[src/inc/hifs_map.svh]
// Constants of the Hall input fault supervisor: timing counts, channel count and reset values.
// Assumes a 20 MHz core clock; included by its bare name.
//
// Overview of operation
// RL1 - Supply out of range: flag low, both off
// RL2 - Supply back: restart both with blanking
// RL3 - Open channel: flag low, cut that channel
// RL4 - Open channel reloaded: restart with blanking
// RL5 - Short to supply: flag low, cut channel
// RL6 - Short to ground: hold, pull-up only
// RL7 - Falling select edge restarts grounded channels
// RL8 - Only short to ground is held
// RL9 - Synchronise fault inputs, count blanking cycles
`ifndef HIFS_MAP_SVH
`define HIFS_MAP_SVH

// -----------------------------------------------------------------
// Timing
// -----------------------------------------------------------------
`define HIFS_CLK_HZ       20000000
`define HIFS_BLANK_US     100   // Plain default; tune to the sensors in use
`define HIFS_BLANK_CYC    ((`HIFS_BLANK_US * `HIFS_CLK_HZ + 999999) / 1000000)
`define HIFS_CNT_W        12

// -----------------------------------------------------------------
// Channel count and reset values
// -----------------------------------------------------------------
`define HIFS_NCH          2
`define HIFS_SYNC_RST     3'h0

`endif

[src/inc/hifs_pkg.sv]
// Types of the Hall input fault supervisor.
// Assumes nothing beyond a SystemVerilog compiler.
package hifs_pkg;
   // Per-channel supervision state
   typedef enum logic [1:0] {
      HIFS_OFF   = 2'b00,   // Current removed
      HIFS_BLANK = 2'b01,   // Restart blanking
      HIFS_RUN   = 2'b10,   // Normal reporting
      HIFS_GND   = 2'b11    // Held short to ground
   } hifs_state_t;
endpackage : hifs_pkg

[src/inc/hifs_blank_if.sv]
// Interface between the supervisor and its blanking counter.
// Assumes a single clock domain.
`timescale 1ns/1ns
interface hifs_blank_if;
   logic start;   // Load counter, one-cycle pulse
   logic done;    // Count expired, one-cycle pulse
   modport sup (output start, input done);
   modport cnt (input start, output done);
endinterface : hifs_blank_if

[src/logic/hifs_supervisor.sv]
// Fault supervisor for a two-channel two-wire Hall interface.
// Assumes comparator outputs and the select pin are asynchronous.
`timescale 1ns/1ns
`include "hifs_map.svh"
module hifs_supervisor #(
   parameter int BLANK_CYC = `HIFS_BLANK_CYC   // Blanking length in cycles
) (
   input  wire logic       core_clk,              // Core clock, 20 MHz
   input  wire logic       srst,                  // Synchronous reset, high
   input  wire logic       clk_en,                // Clock enable
   input  wire logic       supply_fault,          // Supply out of 6V..18V
   input  wire logic [1:0] open_fault,            // Channel current below 2mA
   input  wire logic [1:0] short_supply_fault,    // Channel above supply
   input  wire logic [1:0] short_ground_fault,    // Channel current above 23mA
   input  wire logic       fault_report_select,   // Select pin, falling edge restarts
   output logic            fault_n,               // Fault flag, low active
   output logic [1:0]      sensor_power_en,       // Normal sensor current
   output logic [1:0]      pullup_en,             // 50uA pull-up source
   output logic [1:0]      blanking               // Channel in blanking
);
   // -----------------------------------------------------------------
   // Input synchronisers
   // -----------------------------------------------------------------
   localparam int NIN = 8;              // Synchronised input bits
   logic [NIN-1:0] raw;                 // Raw asynchronous inputs
   logic [NIN-1:0] s1, s2, s3;          // Three stage chain
   logic [NIN-1:0] filt;                // Accepted levels
   logic [NIN-1:0] next_filt;           // Next accepted levels

   assign raw = {fault_report_select, short_ground_fault, short_supply_fault,
                 open_fault, supply_fault};

   // Accept a change only when stages two and three agree
   always_comb
   begin
      for (int i = 0; i < NIN; i++)
      begin
         next_filt[i] = (s2[i] == s3[i]) ? s2[i] : filt[i];   // [RL9]
      end
   end

   // Register chain; s1 feeds s2 only
   always_ff @(posedge core_clk)
   begin
      if (srst)
      begin
         s1   <= '0;
         s2   <= '0;
         s3   <= '0;
         filt <= '0;
      end
      else if (clk_en)
      begin
         s1   <= raw;
         s2   <= s1;
         s3   <= s2;
         filt <= next_filt;
      end
   end

   logic       sup_f;     // Supply fault
   logic [1:0] opn_f;     // Open faults
   logic [1:0] ssp_f;     // Short to supply faults
   logic [1:0] sgn_f;     // Short to ground faults
   logic       sel;       // Select level
   logic       sel_q;     // Previous select level
   logic       sel_fall;  // Falling edge pulse

   assign sup_f = filt[0];
   assign opn_f = filt[2:1];
   assign ssp_f = filt[4:3];
   assign sgn_f = filt[6:5];
   assign sel   = filt[7];
   assign sel_fall = sel_q & ~sel;   // [RL7]

   // Edge detector on the filtered select
   always_ff @(posedge core_clk)
   begin
      if (srst)
      begin
         sel_q <= 1'b0;
      end
      else if (clk_en)
      begin
         sel_q <= sel;
      end
   end

   // -----------------------------------------------------------------
   // Per-channel state machines
   // -----------------------------------------------------------------
   hifs_pkg::hifs_state_t st      [`HIFS_NCH];   // Channel state
   hifs_pkg::hifs_state_t next_st [`HIFS_NCH];   // Next channel state
   logic [1:0] fault_now;                         // Channel reports fault

   // A non-latched fault on a channel
   function automatic logic soft_fault(input logic o, input logic s);
      soft_fault = o | s;
   endfunction : soft_fault

   genvar g;
   generate
      for (g = 0; g < `HIFS_NCH; g++)
      begin : g_ch
         hifs_blank_if bl ();   // Counter link

         hifs_blank_cnt #(
            .BLANK_CYC (BLANK_CYC)
         ) u_cnt (
            .core_clk (core_clk),
            .srst     (srst),
            .clk_en   (clk_en),
            .bl       (bl)
         );

         // Next state; supply fault dominates everything
         always_comb
         begin
            next_st[g] = st[g];
            unique case (st[g])
               hifs_pkg::HIFS_OFF:
               begin
                  // Restart once every soft fault is gone
                  if (!sup_f && !soft_fault(opn_f[g], ssp_f[g]))
                  begin
                     next_st[g] = hifs_pkg::HIFS_BLANK;   // [RL2] [RL4] [RL8]
                  end
               end
               hifs_pkg::HIFS_BLANK, hifs_pkg::HIFS_RUN:
               begin
                  if (sup_f)
                  begin
                     next_st[g] = hifs_pkg::HIFS_OFF;   // [RL1]
                  end
                  else if (sgn_f[g])
                  begin
                     next_st[g] = hifs_pkg::HIFS_GND;   // [RL6]
                  end
                  else if (soft_fault(opn_f[g], ssp_f[g]))
                  begin
                     next_st[g] = hifs_pkg::HIFS_OFF;   // [RL3] [RL5]
                  end
                  else if (st[g] == hifs_pkg::HIFS_BLANK && bl.done)
                  begin
                     next_st[g] = hifs_pkg::HIFS_RUN;
                  end
               end
               hifs_pkg::HIFS_GND:
               begin
                  // Held; the select edge, supply loss or an open input ends it
                  if (sup_f)
                  begin
                     next_st[g] = hifs_pkg::HIFS_OFF;   // [RL1]
                  end
                  else if (sel_fall)
                  begin
                     next_st[g] = hifs_pkg::HIFS_BLANK;   // [RL7]
                  end
                  else if (opn_f[g])
                  begin
                     // Unloaded pull-up shows open; reconnect restarts later
                     next_st[g] = hifs_pkg::HIFS_OFF;   // [RL8]
                  end
               end
            endcase
         end

         // Load the counter on every entry to blanking
         assign bl.start = (next_st[g] == hifs_pkg::HIFS_BLANK) &&
                           (st[g] != hifs_pkg::HIFS_BLANK) && clk_en;

         // Register only
         always_ff @(posedge core_clk)
         begin
            if (srst)
            begin
               st[g] <= hifs_pkg::HIFS_OFF;
            end
            else if (clk_en)
            begin
               st[g] <= next_st[g];
            end
         end

         assign fault_now[g] = (st[g] != hifs_pkg::HIFS_RUN);
      end
   endgenerate

   // -----------------------------------------------------------------
   // Registered outputs
   // -----------------------------------------------------------------
   logic       next_fault_n;   // Next flag
   logic [1:0] next_pwr;       // Next power enables
   logic [1:0] next_pu;        // Next pull-up enables
   logic [1:0] next_blk;       // Next blanking

   // Outputs follow next state so they lag the state by nothing
   always_comb
   begin
      next_fault_n = 1'b1;
      for (int i = 0; i < `HIFS_NCH; i++)
      begin
         next_pwr[i] = (next_st[i] == hifs_pkg::HIFS_BLANK) ||
                       (next_st[i] == hifs_pkg::HIFS_RUN);   // [RL1] [RL3] [RL5]
         next_pu[i]  = (next_st[i] == hifs_pkg::HIFS_GND);   // [RL6]
         next_blk[i] = (next_st[i] == hifs_pkg::HIFS_BLANK);
         if (next_st[i] != hifs_pkg::HIFS_RUN)
         begin
            next_fault_n = 1'b0;   // [RL1] [RL3] [RL5] [RL6] [RL8]
         end
      end
   end

   always_ff @(posedge core_clk)
   begin
      if (srst)
      begin
         fault_n         <= 1'b0;
         sensor_power_en <= 2'h0;
         pullup_en       <= 2'h0;
         blanking        <= 2'h0;
      end
      else if (clk_en)
      begin
         fault_n         <= next_fault_n;
         sensor_power_en <= next_pwr;
         pullup_en       <= next_pu;
         blanking        <= next_blk;
      end
   end
endmodule : hifs_supervisor

[src/logic/hifs_blank_cnt.sv]
// Blanking cycle counter for one channel.
// Assumes start pulses come from the supervisor on the same clock.
`timescale 1ns/1ns
`include "hifs_map.svh"
module hifs_blank_cnt #(
   parameter int BLANK_CYC = `HIFS_BLANK_CYC   // Blanking length in cycles
) (
   input  wire logic   core_clk,   // Core clock
   input  wire logic   srst,       // Synchronous reset
   input  wire logic   clk_en,     // Freezes state when low
   hifs_blank_if.cnt   bl          // Start and done
);
   logic [`HIFS_CNT_W-1:0] cnt;        // Remaining cycles
   logic [`HIFS_CNT_W-1:0] next_cnt;   // Next count
   logic                   next_done;  // Next done pulse
   logic                   done_q;     // Registered done

   // -----------------------------------------------------------------
   // Next count
   // -----------------------------------------------------------------
   always_comb
   begin
      next_cnt  = cnt;
      next_done = 1'b0;
      if (bl.start)
      begin
         next_cnt = BLANK_CYC[`HIFS_CNT_W-1:0];   // [RL9]
      end
      else if (cnt != '0)
      begin
         next_cnt  = cnt - 1'b1;
         next_done = (cnt == {{(`HIFS_CNT_W-1){1'b0}}, 1'b1});
      end
   end

   // Register only
   always_ff @(posedge core_clk)
   begin
      if (srst)
      begin
         cnt    <= '0;
         done_q <= 1'b0;
      end
      else if (clk_en)
      begin
         cnt    <= next_cnt;
         done_q <= next_done;
      end
   end

   assign bl.done = done_q & clk_en;
endmodule : hifs_blank_cnt

[config.mk]
export PLATFORM = sky130hd
export DESIGN_NAME = hifs_supervisor
export DESIGN_NICKNAME = d
export VERILOG_FILES = /design/src/inc/hifs_pkg.sv /design/src/inc/hifs_blank_if.sv /design/src/logic/hifs_supervisor.sv /design/src/logic/hifs_blank_cnt.sv
export VERILOG_INCLUDE_DIRS = /design/src /design/src/inc
export SDC_FILE = /design/constraint.sdc
export NUM_CORES = 1
export LEC_CHECK = 0
export BUFFER_PORTS_ARGS = -buffer_cell sky130_fd_sc_hd__buf_4
export CAP_MARGIN = 10
export CORE_ASPECT_RATIO = 0.6
export CORE_MARGIN = 3
export CORE_UTILIZATION = 60
export DETAILED_ROUTE_END_ITERATION = 8
export GPL_TIMING_DRIVEN = 0
export PLACE_DENSITY = 0.89
export SETUP_SLACK_MARGIN = 0.15
export SLEW_MARGIN = 20
export SYNTH_ARGS = -nofsm -noshare
export SYNTH_HDL_FRONTEND = slang
export SYNTH_HIERARCHICAL = 1
export SYNTH_SLANG_ARGS = --single-unit
[constraint.sdc]
create_clock -name core_clk -period 3.5 [get_ports core_clk]
set_input_delay 0.35 -clock core_clk [delete_from_list [all_inputs] [get_ports core_clk]]
set_output_delay 0.35 -clock core_clk [all_outputs]
set_load 0.1 [all_outputs]
* Yosys cells after proc, flatten, opt, wreduce, memory -nomap -nowiden
Memories as Yosys holds them, arrays and structs flattened. Index checks and enable logic that the tools add are counted.
Operators by class: eq/ne operators 26, reduce and logical (&&, ||, !) cells 31, multiplexer cells 35, bitwise logic cells 8, add/subtract/negate cells 2
Operators by type and width (count):
- 12-bit 2-to-1 mux | 4
- 2-bit 2-to-1 mux | 18
- 12-bit by 1-bit equality test with 1-bit output (second input constant) | 2
- 12-bit nonzero test | 2
- 12-bit by 1-bit subtractor with 12-bit output (second input constant) | 2
- 2-bit AND reduction | 10
- 2-bit equality test (second input constant) | 8
- 2-bit one-hot mux with 3 select lines | 2
- 1-bit 2-to-1 mux | 11
- 1-bit equality test | 8
- 2-bit by 1-bit equality test with 1-bit output (second input constant) | 4
- 1-bit logical AND | 8
- 2-bit logical NOT | 2
- 2-bit by 1-bit inequality test with 1-bit output (second input constant) | 2
- 2-bit inequality test (second input constant) | 2
- 1-bit bitwise OR | 4
- 2-bit nonzero test | 2
- 2-bit OR reduction | 2
- 1-bit AND | 3
- 1-bit logical NOT | 3
- 1-bit logical OR | 2
- 1-bit inverter | 1
Storage, ports and cells: bits in registers 66, memory bits (writable) 4, input bits 11, output and inout bits 7, memories 1
Memories:
- st | words 2, bits a word 2, rd ports 2, clocked after memory_dff 0, wr ports 2, line hifs_supervisor.sv:92 | hifs_pkg::hifs_state_t st [`HIFS_NCH];

* Logic depth before layout (Yosys ltp)
depth in word-level cells 12, gate-level depth with buffers 15

* By module
Netlist, hierarchy kept.
Modules (own cells, without submodules):
- hifs_supervisor | area each 1989.4 µm², instances 1, cells each 216
- hifs_blank_cnt | area each 743.2 µm², instances 2, cells each 83

* Worst setup path before layout
OpenSTA, ideal clock, no wires.
path type register -> register, start memory st[1][0] (netlist bit), end register g_ch[1].u_cnt.cnt[4], arrival 2764 ps, setup time 74 ps, buffers on the path 1, stages on the path, launching flop included 15, path slack 662 ps, clock period less this slack 2838 ps, cells stage by stage edfxtp_1 > ha_1 > a211oi_1 > a21o_1 > a221oi_1 > or2_2 > inv_1 > ha_1 > nand2_1 > nor2_1 > nor2b_1 > and4_1 > clkbuf_1 > or3_1 > a31oi_1
RTL lines:
- start, declared | line hifs_supervisor.sv:92
- end signal, assigned | line hifs_blank_cnt.sv:46 | cnt <= next_cnt;
- end, declared | line hifs_blank_cnt.sv:13 | logic [`HIFS_CNT_W-1:0] cnt;

==> results.toml <==
[run_status]
status = "finished clean"

[sta]
worst_slew_pin_slew_ns = 0.651
slew_headroom = 0.566
clock.fmax_mhz = 320
finClkSkew_ns = 0.0110
holdWs_ns = 0.230
finalMaxSlewViolations = 0
rsz0062_at_grt = "yes"
fin_tns_setup_ns = 0
fin_crit_sh = 0.893
hold_violations = 0
min_period_ns = 3.13
setup_viol = 0

[final_layout]
nNetsFinal = 439
multiInputGateArea_um2 = 1930
final_cell_mix = "dfxtp_1 (66), nor2_1 (37), a21oi_1 (28), mux2i_1 (28), nand2_1 (27)"
final_common_cell = "dfxtp_1"
layout.cells.non_filler = 495
ff_latch_area_um2 = 1440
areaGrowthSynthToFinish_pct = 13.4
drive_above_1_share = 0.136
final_util = 0.739
n_antenna_cell = 0
fillers = 382

[setup_path]
critical_path.max_fanout = 10
reg2reg_from = "st[1][0]"
worstSetupPathType = "flip-flop to flip-flop"
cp.arrival_ns = 3.40
setup.worst_path.end_class = "flip-flop"
cp_data_required_time_ns = 3.78
cp-start-kind = "flip-flop"
startpoint = "st[1][0]"

[logic_synthesis]
yosysSeqAreaShare = 0.415
async_flop_share = 0
synth_area_leaders = "dfxtp_1 (38%), mux2i_1 (8.1%), ha_1 (5.4%)"
synth_edf_count = 4
synth.avg_cell_area_um2 = 9.10
netlist.area_leader.share = 0.380
ys_types = 45
yosysTopAreaCell = "dfxtp_1"
syn_area_um2 = 3480
synth_ff_type = "dfxtp_1"
syn_nets = 408
ys_warn_count = 6
ys_seq_elements = 70
synthCells = 382

[drt]
viasPerCell = 6.15
first_pass_iters = 4
drtAntennaViolNets = 0
avgRoutedWirePerCell_um = 16.3
drc = 0
wirelength_mm = 8.09
vias = 3046
drt_iter0_drc = 205

[clock_network]
cts_max_level = 3
insertion_delay_ns = 0.35
clock_sink_count = 70
ctsRootBufferMaster = "clkbuf_8"
cts_tree = "done"
clk_pin_slew_ns = 0.08
clock_path_buffers = 2
cts-buffers-inserted = 9

[floorplanning]
placementRows = 20
die_height_um = 65.0
start_util = 0.652
die_x_um = 104
ios = 18
design.core.area_um2 = 5330
die-area_um2 = 6770

[power_and_ir_drop]
irDropWorstVdd_v = 0.000554
power_density_nw_per_um2 = 642
leakagePower_nw = 1.61

[placed_design]
dpl.hpwl_mm = 5.66
portBuffers = 16
globalplace.congestion = 0.922
post-place-cells = 475

[grt]
grt_pass1_vias = 2823
gr-usage-all-layers = 0.253
grt_max_degree = 14
grt_pass1_wl_mm = 13.6
gr-total-overflow = 0
antenna_found_initial = 0

[job]
max_cap_violations = 0

[hold_path]
hold_class = "input pin to flip-flop"
min_from = "short_supply_fault[1]"
-- per-layer routing --
layer,vias to the layer above,global-route usage,part of all wire
li1,1472,-,-
met1,1450,0.348,0.46
met2,114,0.383,0.45
met3,10,0.0786,0.081
met4,0,0.0697,0.0089
met5,-,0,0
-- critical path, cell delays in order, from the launching register on --
cell and delay, ns:
edfxtp_1 0.45, ha_1 0.29, a211oi_2 0.22, a21o_1 0.15
a221oi_1 0.06, or2_2 0.34, inv_1 0.09, ha_1 0.15
nand2_1 0.11, nor2_4 0.17, nor2b_1 0.08, and4_1 0.23
buf_2 0.19, or3_1 0.37, a21oi_1 0.15
-- report_power, final --
part / internal (mW) / leakage, nW / total (mW) / switching [mW]
clock network: 0.334 / 0.0931 / 0.651 / 0.317
registers: 0.916 / 0.583 / 1.05 / 0.129
logic: 0.340 / 0.932 / 0.832 / 0.492
-- cell type report --
class	count	share of cell area
buffer	17	0.0210
inverter	12	0.0114
clock buffer	10	0.0324
sequential	70	0.366
timing repair buffer	20	0.0381
tap	77	0.0245
clock inverter	6	0.0181
multi-input combinational	283	0.489
-- per-stage QoR --
stage	cell area [um^2]	worst slack [ns]	power (mW)
6_report	3940	0.373	2.53
5_1_grt	3940	0.111	2.69
4_1_cts	3890	0.162	2.51
3_5_place_dp	3690	0.230	1.85
3_3_place_gp	3690	0.298	1.80
2_1_floorplan	3480	0.662	1.65
-- cell usage after synthesis, types with 3 or more instances --
cell type	n
o21ai_0	15
o211ai_1	3
a211oi_1	3
dfxtp_1	66
nor3_1	5
edfxtp_1	4
or2_2	3
nand2b_1	5
nand4b_1	3
nor2_1	38
a21o_1	9
buf_1	3
nor4_1	4
or3_1	15
or2_0	3
a31oi_1	11
ha_1	15
nor2b_1	6
clkbuf_1	10
nand4_1	4
and4_1	4
nand2_1	27
a21oi_1	28
o31ai_1	14
inv_1	12
nand3b_1	6
or4_1	10
a211o_1	4
mux2i_1	28
-- flip-flops by register name, indices dropped and copies added (netlist names) --
signal and count:
fault_n 1, blanking 2, g_ch.u_cnt/done_q 2, s3 8, filt 8, sensor_power_en 2, sel_q 1, g_ch.u_cnt/cnt 24
s1 8, s2 8, st 4, pullup_en 2
-- path summary, 6_finish.rpt --
path                           to  slack [ns]  cells past startpoint
min                         s1[4]        0.23                      3
max reg2reg  g_ch[1].u_cnt/cnt[2]        0.37                     14
max          g_ch[1].u_cnt/cnt[2]        0.37                     14
min reg2reg           blanking[1]        0.46                      2
-- cell families (layout without fill, tap and decap cells) --
family | after synthesis | count (layout) | share of synthesized area
AO/OA/AOI/OAI | 94 | 94 | 0.175
flip-flops | 70 | 70 | 0.415
buffers and inverters | 29 | 65 | 0.0364
adder cells (fa/ha/maj) | 15 | 15 | 0.0540
multiplexers | 28 | 28 | 0.0806
AND/OR/NAND/NOR | 146 | 146 | 0.239
-- timing repair --
action	CTS	global route
setup buffers	0	4
gates resized for setup	0	7
hold buffers	0	0
endpoints found under the setup margin	0	15
Power figures use the tool's default switching activity.
